==> src/common/two_wire_defs.svh <==
// offsets, field positions, reset values and status codes of the two-wire slave
// assumes inclusion by bare name from the package and the assertion module
`ifndef TWO_WIRE_DEFS_SVH
`define TWO_WIRE_DEFS_SVH

// register offsets on the plain register port
`define TW_OFF_DATA     3'h0
`define TW_OFF_STATUS   3'h1
`define TW_OFF_OWN_ADDR 3'h2
`define TW_OFF_CTRL     3'h3

// interface_control field positions
`define TW_CTRL_FLAG    7
`define TW_CTRL_ACK_EN  6
`define TW_CTRL_STA     5
`define TW_CTRL_STO     4
`define TW_CTRL_WCOL    3
`define TW_CTRL_EN      2
`define TW_CTRL_IRQ_EN  0

// reset values
`define TW_RST_DATA     8'hff
`define TW_RST_OWN_ADDR 8'hfe
`define TW_RST_CODE     8'hf8

// status codes, prescaler bits read as zero; then general-call address and bit count
`define TW_ST_SR_ADDR   8'h60
`define TW_ST_SR_ARB    8'h68
`define TW_ST_GC_ADDR   8'h70
`define TW_ST_GC_ARB    8'h78
`define TW_ST_SR_ACK    8'h80
`define TW_ST_SR_NACK   8'h88
`define TW_ST_GC_ACK    8'h90
`define TW_ST_GC_NACK   8'h98
`define TW_ST_STOP      8'ha0
`define TW_ST_ST_ADDR   8'ha8
`define TW_ST_ST_ARB    8'hb0
`define TW_ST_ST_ACK    8'hb8
`define TW_ST_ST_NACK   8'hc0
`define TW_ST_ST_LAST   8'hc8
`define TW_ST_NONE      8'hf8
`define TW_GC_ADDR      7'h00
`define TW_BITS         4'h8

`endif

==> src/common/two_wire_pkg.sv <==
// types shared by the two-wire slave modules
// assumes the defs header sits on the include path
package two_wire_pkg;
  `include "two_wire_defs.svh"

  typedef enum logic [2:0] {
    IDLE_S,
    ADDR_S,
    ADDR_ACK_S,
    RX_DATA_S,
    RX_ACK_S,
    TX_DATA_S,
    TX_ACK_S,
    DONE_S
  } slave_state_t;
endpackage

==> src/common/bus_cond_if.sv <==
// bus condition signals from the line sampler to the slave core
// assumes one clock; all signals are one-cycle pulses except sda
`timescale 1ns/1ps
interface bus_cond_if;
  logic scl_rise;
  logic scl_fall;
  logic start;
  logic stop;
  logic sda;

  modport det  (output scl_rise, output scl_fall, output start, output stop, output sda);
  modport core (input scl_rise, input scl_fall, input start, input stop, input sda);
endinterface

==> src/logic/bus_cond_detect.sv <==
// line sampler: finds clock edges and start/stop conditions on the bus
// assumes i_scl and i_sda already synchronous to i_ref_clk
`timescale 1ns/1ps
module bus_cond_detect (
  // clock and reset
  input  wire logic i_ref_clk,
  input  wire logic i_nrst,
  // bus lines
  input  wire logic i_scl,
  input  wire logic i_sda,
  // conditions
  bus_cond_if.det   cond
);
  logic scl_reg;
  logic sda_reg;

  always_ff @(posedge i_ref_clk) begin
    if (!i_nrst) begin
      scl_reg <= 1'b1;
      sda_reg <= 1'b1;
    end else begin
      scl_reg <= i_scl;
      sda_reg <= i_sda;
    end
  end

  // sda moving while scl is high marks start (falling) or stop (rising)
  assign cond.scl_rise = i_scl & ~scl_reg;
  assign cond.scl_fall = ~i_scl & scl_reg;
  assign cond.start    = i_scl & scl_reg & sda_reg & ~i_sda;
  assign cond.stop     = i_scl & scl_reg & ~sda_reg & i_sda;
  assign cond.sda      = i_sda;
endmodule

==> src/logic/two_wire_slave.sv <==
// two-wire slave core: address match, receive and transmit, status, clock stretch
// assumes synchronous bus inputs, open-drain pads resolved outside, one clock
//
// Functional notes
// general-call byte acked: post 0x90, ack per enable
// general-call byte nacked: post 0x98, then unaddressed
// clear with start request: start when bus free
// stop or restart while addressed posts 0xA0
// status codes compare with prescaler bits masked
// own address upper seven bits, lsb enables call
// software sets enable and ack, clears start/stop
// direction bit one selects transmit, else receive
// address acked sets event flag with status
// arbitration lost then read-addressed posts 0xB0
// ack cleared: last byte, then 0xC0 or 0xC8
// after last byte ignore master, bus reads ones
// ack enable low ignores own address only; the code also ignores the general call
// deep sleep still matches address and wakes part
// after wake hold scl until flag cleared
// data register not updated during deep sleep
// own-write byte nacked: post 0x88, then unaddressed
// read address acked posts 0xA8, byte loaded
// transmitted byte acked posts 0xB8, reload byte
// flag set while addressed stretches scl low
`timescale 1ns/1ps
module two_wire_slave
  import two_wire_pkg::*;
#(
  parameter int ADDR_W = 3
) (
  // clock and reset
  input  wire logic              i_ref_clk,
  input  wire logic              i_nrst,
  // register port
  input  wire logic [ADDR_W-1:0] i_addr,
  input  wire logic [7:0]        i_wdata,
  input  wire logic              i_wr,
  input  wire logic              i_rd,
  output logic      [7:0]        o_rdata,
  // bus pins, open drain
  input  wire logic              i_scl,
  output logic                   o_scl_o,
  output logic                   o_scl_oe,
  input  wire logic              i_sda,
  output logic                   o_sda_o,
  output logic                   o_sda_oe,
  // system
  input  wire logic              i_arb_lost,
  input  wire logic              i_deep_sleep,
  output logic                   o_wake_req,
  output logic                   o_start_issue
);
  bus_cond_if c ();

  bus_cond_detect u_det (
    .i_ref_clk (i_ref_clk),
    .i_nrst    (i_nrst),
    .i_scl     (i_scl),
    .i_sda     (i_sda),
    .cond      (c)
  );

  slave_state_t state_reg;
  logic [7:0]   data_reg;
  logic [7:0]   code_reg;
  logic [7:0]   own_slave_address_reg;
  logic [7:0]   shift_reg;
  logic [7:0]   tx_reg;
  logic [7:0]   rdata_reg;
  logic [7:0]   evt_code;
  logic [7:0]   code_shown;
  logic [3:0]   bit_cnt_reg;
  logic [1:0]   presc_reg;
  logic         flag_reg;
  logic         ack_en_reg;
  logic         sta_reg;
  logic         sto_reg;
  logic         wcol_reg;
  logic         en_reg;
  logic         irq_en_reg;
  logic         gc_mode_reg;
  logic         dir_rd_reg;
  logic         rx_ack_reg;
  logic         mack_reg;
  logic         last_reg;
  logic         tx_on_reg;
  logic         sda_drv_reg;
  logic         scl_hold_reg;
  logic         busy_reg;
  logic         start_pend_reg;
  logic         start_issue_reg;
  logic         wake_req_reg;
  logic         low_reg;
  logic         wr_ctrl;
  logic         flag_clr;
  logic         own_hit;
  logic         gc_hit;
  logic         addressed;
  logic         evt_set;
  logic         leaving;

  assign wr_ctrl  = i_wr && (i_addr == ADDR_W'(`TW_OFF_CTRL));
  assign flag_clr = wr_ctrl && i_wdata[`TW_CTRL_FLAG] && flag_reg;

  // ack enable gates both matches, so clearing it isolates the slave
  assign own_hit = en_reg && ack_en_reg &&
                   (shift_reg[7:1] == own_slave_address_reg[7:1]); // see
  assign gc_hit  = en_reg && ack_en_reg && own_slave_address_reg[0] &&
                   (shift_reg[7:1] == `TW_GC_ADDR) && !shift_reg[0];
  assign addressed = (state_reg == RX_DATA_S) || (state_reg == RX_ACK_S) ||
                     (state_reg == TX_DATA_S) || (state_reg == TX_ACK_S);
  assign leaving   = (state_reg == DONE_S) || (code_reg == `TW_ST_STOP);
  // with the flag low the status shows the idle code
  assign code_shown = flag_reg ? code_reg : `TW_ST_NONE;

  // event decode: which bus moment posts which status code
  always_comb begin
    evt_set  = 1'b0;
    evt_code = code_reg;
    if (c.start || c.stop) begin
      if (addressed) begin
        evt_set  = 1'b1;
        evt_code = `TW_ST_STOP;
      end
    end else if (c.scl_fall) begin
      case (state_reg)
        ADDR_ACK_S: begin
          evt_set = 1'b1;
          if (dir_rd_reg) begin
            evt_code = i_arb_lost ? `TW_ST_ST_ARB : `TW_ST_ST_ADDR; // see
          end else if (gc_mode_reg) begin
            evt_code = i_arb_lost ? `TW_ST_GC_ARB : `TW_ST_GC_ADDR;
          end else begin
            evt_code = i_arb_lost ? `TW_ST_SR_ARB : `TW_ST_SR_ADDR;
          end
        end
        RX_ACK_S: begin
          evt_set = 1'b1;
          if (gc_mode_reg) begin
            evt_code = rx_ack_reg ? `TW_ST_GC_ACK : `TW_ST_GC_NACK; // see
          end else begin
            evt_code = rx_ack_reg ? `TW_ST_SR_ACK : `TW_ST_SR_NACK;
          end
        end
        TX_ACK_S: begin
          evt_set = 1'b1;
          if (!mack_reg) begin
            evt_code = `TW_ST_ST_NACK;
          end else begin
            evt_code = last_reg ? `TW_ST_ST_LAST : `TW_ST_ST_ACK; // see
          end
        end
        default: begin
          evt_set = 1'b0;
        end
      endcase
    end
  end

  // event flag and status; a new event wins over a clear in the same cycle
  always_ff @(posedge i_ref_clk) begin
    if (!i_nrst) begin
      flag_reg <= 1'b0;
      code_reg <= `TW_RST_CODE;
    end else begin
      if (evt_set) begin
        flag_reg <= 1'b1;
        code_reg <= evt_code;
      end else if (flag_clr) begin
        flag_reg <= 1'b0;
      end
    end
  end

  // bus state machine
  always_ff @(posedge i_ref_clk) begin
    if (!i_nrst) begin
      state_reg   <= IDLE_S;
      bit_cnt_reg <= 4'h0;
      shift_reg   <= 8'h00;
      tx_reg      <= 8'hff;
      gc_mode_reg <= 1'b0;
      dir_rd_reg  <= 1'b0;
      rx_ack_reg  <= 1'b0;
      mack_reg    <= 1'b0;
      last_reg    <= 1'b0;
      tx_on_reg   <= 1'b0;
      sda_drv_reg <= 1'b0;
    end else if (!en_reg) begin
      state_reg   <= IDLE_S;
      tx_on_reg   <= 1'b0;
      sda_drv_reg <= 1'b0;
    end else if (c.start) begin
      state_reg   <= ADDR_S;
      bit_cnt_reg <= 4'h0;
      tx_on_reg   <= 1'b0;
      sda_drv_reg <= 1'b0;
    end else if (c.stop) begin
      state_reg   <= IDLE_S;
      tx_on_reg   <= 1'b0;
      sda_drv_reg <= 1'b0;
    end else begin
      case (state_reg)
        ADDR_S: begin
          if (c.scl_rise) begin
            shift_reg   <= {shift_reg[6:0], c.sda};
            bit_cnt_reg <= bit_cnt_reg + 4'h1;
          end else if (c.scl_fall && bit_cnt_reg == `TW_BITS) begin
            // matching runs on bus edges alone, so it works in deep sleep
            if (own_hit || gc_hit) begin
              sda_drv_reg <= 1'b1;
              gc_mode_reg <= !own_hit;
              dir_rd_reg  <= own_hit && shift_reg[0];
              state_reg   <= ADDR_ACK_S;
            end else begin
              state_reg <= IDLE_S;
            end
          end
        end
        ADDR_ACK_S: begin
          if (c.scl_fall) begin
            sda_drv_reg <= 1'b0;
            bit_cnt_reg <= 4'h0;
            state_reg   <= dir_rd_reg ? TX_DATA_S : RX_DATA_S;
          end
        end
        RX_DATA_S: begin
          if (c.scl_rise) begin
            shift_reg   <= {shift_reg[6:0], c.sda};
            bit_cnt_reg <= bit_cnt_reg + 4'h1;
          end else if (c.scl_fall && bit_cnt_reg == `TW_BITS) begin
            rx_ack_reg  <= ack_en_reg;
            sda_drv_reg <= ack_en_reg;
            state_reg   <= RX_ACK_S;
          end
        end
        RX_ACK_S: begin
          if (c.scl_fall) begin
            sda_drv_reg <= 1'b0;
            bit_cnt_reg <= 4'h0;
            state_reg   <= rx_ack_reg ? RX_DATA_S : DONE_S; // see
          end
        end
        TX_DATA_S: begin
          if (flag_clr && !tx_on_reg) begin
            tx_reg      <= data_reg; // see
            // the ack enable written together with the clear marks the last byte
            last_reg    <= !i_wdata[`TW_CTRL_ACK_EN];
            tx_on_reg   <= 1'b1;
            sda_drv_reg <= !data_reg[7];
          end else if (c.scl_rise && tx_on_reg) begin
            bit_cnt_reg <= bit_cnt_reg + 4'h1;
          end else if (c.scl_fall && tx_on_reg) begin
            if (bit_cnt_reg == `TW_BITS) begin
              sda_drv_reg <= 1'b0;
              tx_on_reg   <= 1'b0;
              state_reg   <= TX_ACK_S;
            end else begin
              tx_reg      <= {tx_reg[6:0], 1'b1};
              sda_drv_reg <= !tx_reg[6];
            end
          end
        end
        TX_ACK_S: begin
          if (c.scl_rise) begin
            mack_reg <= !c.sda;
          end else if (c.scl_fall) begin
            bit_cnt_reg <= 4'h0;
            // after the last byte sda stays released: master reads ones
            state_reg   <= (mack_reg && !last_reg) ? TX_DATA_S : DONE_S;
          end
        end
        DONE_S: begin
          if (flag_clr) begin
            state_reg <= IDLE_S; // see see
          end
        end
        default: begin
          state_reg <= IDLE_S;
        end
      endcase
    end
  end

  // clock stretch while software owns the event; costs one cycle of latency
  always_ff @(posedge i_ref_clk) begin
    if (!i_nrst) begin
      scl_hold_reg <= 1'b0;
    end else begin
      scl_hold_reg <= flag_reg && !flag_clr &&
                      ((state_reg == RX_DATA_S) || (state_reg == TX_DATA_S) ||
                       (state_reg == DONE_S)); // see
    end
  end

  // wake request after a match in deep sleep, held until the flag clears
  always_ff @(posedge i_ref_clk) begin
    if (!i_nrst) begin
      wake_req_reg <= 1'b0;
    end else if (evt_set && state_reg == ADDR_ACK_S && i_deep_sleep) begin
      wake_req_reg <= 1'b1;
    end else if (flag_clr) begin
      wake_req_reg <= 1'b0;
    end
  end

  // bus busy tracking and deferred start request
  always_ff @(posedge i_ref_clk) begin
    if (!i_nrst) begin
      busy_reg        <= 1'b0;
      start_pend_reg  <= 1'b0;
      start_issue_reg <= 1'b0;
    end else begin
      start_issue_reg <= 1'b0;
      if (c.start) begin
        busy_reg <= 1'b1;
      end else if (c.stop) begin
        busy_reg <= 1'b0;
      end
      if (flag_clr && i_wdata[`TW_CTRL_STA] && leaving) begin
        start_pend_reg <= 1'b1;
      end else if (start_pend_reg && !busy_reg && !c.start) begin
        start_pend_reg  <= 1'b0;
        start_issue_reg <= 1'b1;
      end
    end
  end

  // software registers
  always_ff @(posedge i_ref_clk) begin
    if (!i_nrst) begin
      data_reg              <= `TW_RST_DATA;
      own_slave_address_reg <= `TW_RST_OWN_ADDR;
      presc_reg             <= 2'h0;
      ack_en_reg            <= 1'b0;
      sta_reg               <= 1'b0;
      sto_reg               <= 1'b0;
      wcol_reg              <= 1'b0;
      en_reg                <= 1'b0;
      irq_en_reg            <= 1'b0;
    end else begin
      if (state_reg == RX_DATA_S && c.scl_fall && bit_cnt_reg == `TW_BITS &&
          !i_deep_sleep) begin
        data_reg <= shift_reg;
      end else if (i_wr && i_addr == ADDR_W'(`TW_OFF_DATA)) begin
        if (flag_reg) begin
          data_reg <= i_wdata;
          wcol_reg <= 1'b0;
        end else begin
          wcol_reg <= 1'b1;
        end
      end
      if (i_wr && i_addr == ADDR_W'(`TW_OFF_OWN_ADDR)) begin
        own_slave_address_reg <= i_wdata;
      end
      if (i_wr && i_addr == ADDR_W'(`TW_OFF_STATUS)) begin
        presc_reg <= i_wdata[1:0];
      end
      if (wr_ctrl) begin
        ack_en_reg <= i_wdata[`TW_CTRL_ACK_EN]; // see
        sta_reg    <= i_wdata[`TW_CTRL_STA];
        sto_reg    <= i_wdata[`TW_CTRL_STO];
        en_reg     <= i_wdata[`TW_CTRL_EN];
        irq_en_reg <= i_wdata[`TW_CTRL_IRQ_EN];
      end
    end
  end

  // read data stand one cycle after the strobe, zero otherwise
  always_ff @(posedge i_ref_clk) begin
    if (!i_nrst) begin
      rdata_reg <= 8'h00;
    end else if (i_rd) begin
      case (i_addr)
        ADDR_W'(`TW_OFF_DATA):     rdata_reg <= data_reg;
        // code low bits are zero, so masking bits 1:0 yields the code
        ADDR_W'(`TW_OFF_STATUS):   rdata_reg <= {code_shown[7:3], 1'b0, presc_reg};
        ADDR_W'(`TW_OFF_OWN_ADDR): rdata_reg <= own_slave_address_reg;
        ADDR_W'(`TW_OFF_CTRL):     rdata_reg <= {flag_reg, ack_en_reg, sta_reg, sto_reg,
                                                 wcol_reg, en_reg, 1'b0, irq_en_reg};
        default:                   rdata_reg <= 8'h00;
      endcase
    end else begin
      rdata_reg <= 8'h00;
    end
  end

  always_ff @(posedge i_ref_clk) begin
    low_reg <= 1'b0;
  end

  assign o_rdata       = rdata_reg;
  assign o_scl_o       = low_reg;
  assign o_scl_oe      = scl_hold_reg;
  assign o_sda_o       = low_reg;
  assign o_sda_oe      = sda_drv_reg;
  assign o_wake_req    = wake_req_reg;
  assign o_start_issue = start_issue_reg;
endmodule
==> config.mk <==
export PLATFORM = sky130hd
export DESIGN_NAME = two_wire_slave
export DESIGN_NICKNAME = d
export VERILOG_FILES = /design/src/common/two_wire_pkg.sv /design/src/common/bus_cond_if.sv /design/src/logic/bus_cond_detect.sv /design/src/logic/two_wire_slave.sv
export VERILOG_INCLUDE_DIRS = /design/src /design/src/common
export SDC_FILE = /design/constraint.sdc
export NUM_CORES = 1
export LEC_CHECK = 0
export ABC_AREA = 1
export BUFFER_PORTS_ARGS = -buffer_cell sky130_fd_sc_hd__buf_2
export CORE_AREA = 8 8 94 96
export CTS_CLUSTER_SIZE = 24
export DETAILED_ROUTE_END_ITERATION = 10
export DIE_AREA = 0 0 102 104
export GPL_TIMING_DRIVEN = 0
export PLACE_DENSITY = 0.8
export SKIP_LAST_GASP = 1
export SLEW_MARGIN = 25
export SYNTH_ARGS = -nofsm -noshare
export SYNTH_HDL_FRONTEND = slang
export SYNTH_SLANG_ARGS = --single-unit
==> constraint.sdc <==
create_clock -name i_ref_clk -period 1.7 [get_ports i_ref_clk]
set_input_delay 0.17 -clock i_ref_clk [delete_from_list [all_inputs] [get_ports i_ref_clk]]
set_output_delay 0.17 -clock i_ref_clk [all_outputs]
set_load 0.01 [all_outputs]
==> results.md <==
* Total gr overflow at 0
* Layer with the highest usage: met2
* Tmin final at 1.612 ns
* Post-synthesis cell type count at 45
* Async S/R FF share, synth at 0%
* Max-cap violations at 0
* Status: finished clean
* Final Slew Violations at 0
* CP max-delay cell: dfxtp_1
* Most frequent cells in the layout: 138 x nand2_1, 71 x inv_1, 70 x dfxtp_1
* Worst EP arrival at 1.84 ns
* Max-slew headroom at 54.05%
* Die Ht at 104 µm
* Commonest non-fill, non-tap cell in the layout: nand2_1
* DR iter-0 viols at 287
* Core area at 0.007447 mm²
* Final Setup Violations at 0
* CTS tree: done
* Via count at 3921
* CP peak stage delay at 0.37 ns
* Maximum vdd drop at 0.3793 mV
* IO Count at 33
* CTS Buffer Depth at 2
* Synth-to-Final Area Change at 14.89%
* Critical path capture point type: flop
* Met2 GRT Util at 34.97%
* Pwr Total at 3416 µW
* Initial antenna violation count at 0
* Netlist Area Pre-Place at 0.003890 mm²
* DRT Wirelength at 11.01 mm
* Synth Area per Inst at 6.909 µm²
* Leakage at 0.002081 µW
* H-tree levels at 3
* RSZ-0062 raised after global routing: yes
* Final Hold Slack at 0.03932 ns
* Fin Clk Skew at 0.01488 ns
* Synth Flop Type: dfxtp_1
* Final RePlAce weighted congestion at 0.9630
* Die W at 102 µm
* Num Clock Sinks at 74
* CP Class: flop to flop
* Largest net degree at the start of global routing at 15
* Ant. Diodes at 0
* FF-to-FF setup slack at 0.09 ns
* DRT Pass-1 Iters at 7
* Die ar. at 0.01061 mm²
* CP cell instances: inv_1, nor2_1, nand3_4, inv_2, nand2_4, and2_4, buf_6, nand2_1, o2111ai_1
* Layout cells sized above 1 at 18.51%
* #FFs+latches synth at 74
* Synth warn at 0
* Sequential share of the synthesized area at 38.08%
* WL/cell at 15.33 µm
* Place WS at -0.05357 ns
* CP max FO at 8
* EDFF count, synth at 0
* Initial Util at 52.23%
* GRT Total Usage at 21.39%
* Cell Rows at 32
* Clk_lat worst skew at 0.37 ns
* Vias per cell at 5.461
* Max Fclk at 620.2 MHz
* Critical Path RT at 1.93 ns
* Final hold violations at 0
* # DRC at 0
* Syn Inst Count at 563
* Antenna violation net count after detailed routing at 0
* First-pass GRT wire length at 18.09 mm
* DP Wirelength at 8.391 mm
* Clk root buf: clkbuf_8
* Nets at 632
* M3 GR Usage at 4.819%
* Setup ws final at 0.08752 ns
* I/O Buffers at 30
* Number of buffers created by CTS at 9
* Vias in the first global route at 3785
* Reg clk slew, reported paths at 0.08 ns
* Slew @ Worst Pin at 0.6892 ns
* Setup crit start kind: flop
* M1 GR Usage at 24.85%
* Period utilisation layout at 94.85%
* Worst hold path type: input port to flop
* Power per cell area at 764.3 mW/mm²
[where the power goes]
part	internal, µW	switching, µW	total [µW]
Clock	687	726	1410
Combinational	72.1	159	231
Sequential	1750	16.7	1770
Total	2510	902	3420
[through the flow]
step	cells	cell area, µm²	TNS, ns	utilization [%]
global route	718	4469	-0.08402	60.01
floorplan	564	3894	0	-
detailed placement	696	4172	-0.1460	56.01
CTS	712	4385	0	58.89
finish	718	4469	0	60.01
global placement	696	4172	0	56.01
[final cells by class]
class / instances / area, µm²
sequential: 74 / 1489
multi-input combinational: 397 / 2083
inverter: 81 / 304.0
clock inverter: 7 / 76.32
timing repair buffer: 36 / 195.2
buffer: 12 / 70.07
fill: 731 / 2978
tap: 102 / 127.6
clock buffer: 9 / 123.9
[synthesized netlist by cell type, types with 2 or more instances]
library cell | count | area share, %
nand2_1 | 139 | 13
dfxtp_1 | 74 | 38
inv_1 | 72 | 6.9
nor2_1 | 50 | 4.8
o21ai_0 | 40 | 5.1
nand3_1 | 34 | 4.4
a21oi_1 | 29 | 3.7
o211ai_1 | 17 | 3.3
nand2_2 | 11 | 1.8
nor3_1 | 9 | 1.2
inv_2 | 8 | 0.77
nand4_1 | 6 | 0.97
o2111ai_1 | 6 | 1.4
nor2_2 | 5 | 0.80
nor2_4 | 5 | 1.4
nand3_2 | 4 | 1.0
a221oi_1 | 3 | 0.68
a22oi_1 | 3 | 0.58
a31oi_1 | 3 | 0.48
buf_2 | 3 | 0.39
buf_4 | 3 | 0.58
clkbuf_1 | 3 | 0.29
o21ai_1 | 3 | 0.39
or2_2 | 3 | 0.48
xnor2_1 | 3 | 0.68
a211oi_1 | 2 | 0.39
a21oi_2 | 2 | 0.45
buf_1 | 2 | 0.19
ha_1 | 2 | 0.64
nand3_4 | 2 | 0.90
o21ai_2 | 2 | 0.45
o22ai_1 | 2 | 0.32
[worst max-delay path, delay by kind of cell (launching register included)]
family | cells | cell delay [ns]
AO/OA/AOI/OAI | 1 | 0.12
buffers and inverters | 3 | 0.32
AND/OR/NAND/NOR | 5 | 0.67
flip-flops | 1 | 0.37
[timing repair]
item | in CTS | in global routing
pin swaps | 1 | 3
resized for setup | 3 | 12
setup buffers | 0 | 6
hold buffers | 0 | 0
endpoints found under the setup margin | 9 | 30
[final timing paths]
path	start	endpoint	cells after the start
max	bit_cnt_reg[3]$_SDFFE_PN0P_	data_reg[1]$_SDFFE_PN1P_	9
max reg2reg	bit_cnt_reg[3]$_SDFFE_PN0P_	data_reg[1]$_SDFFE_PN1P_	9
min reg2reg	sta_reg$_SDFFE_PN0N_	sta_reg$_SDFFE_PN0N_	2
min	i_sda	mack_reg$_SDFFE_PN0P_	2
[logic make-up (layout without fill, tap and decap cells)]
group	Yosys count	count (layout)	share of synthesized area, %
flops	74	74	38.08
buf+inv	93	145	9.553
other cells	1	2	0.09640
compound gates	116	116	18.37
xor+xnor	4	4	0.9008
fa+ha+maj	2	2	0.6432
simple gates	273	273	32.36
[routing by layer]
layer,up-vias,part of all wire (%)
li1,1943,-
met1,1802,41
met2,143,48
met3,33,6.8
met4,0,3.7
met5,-,0
Power figures use the tool's default switching activity.
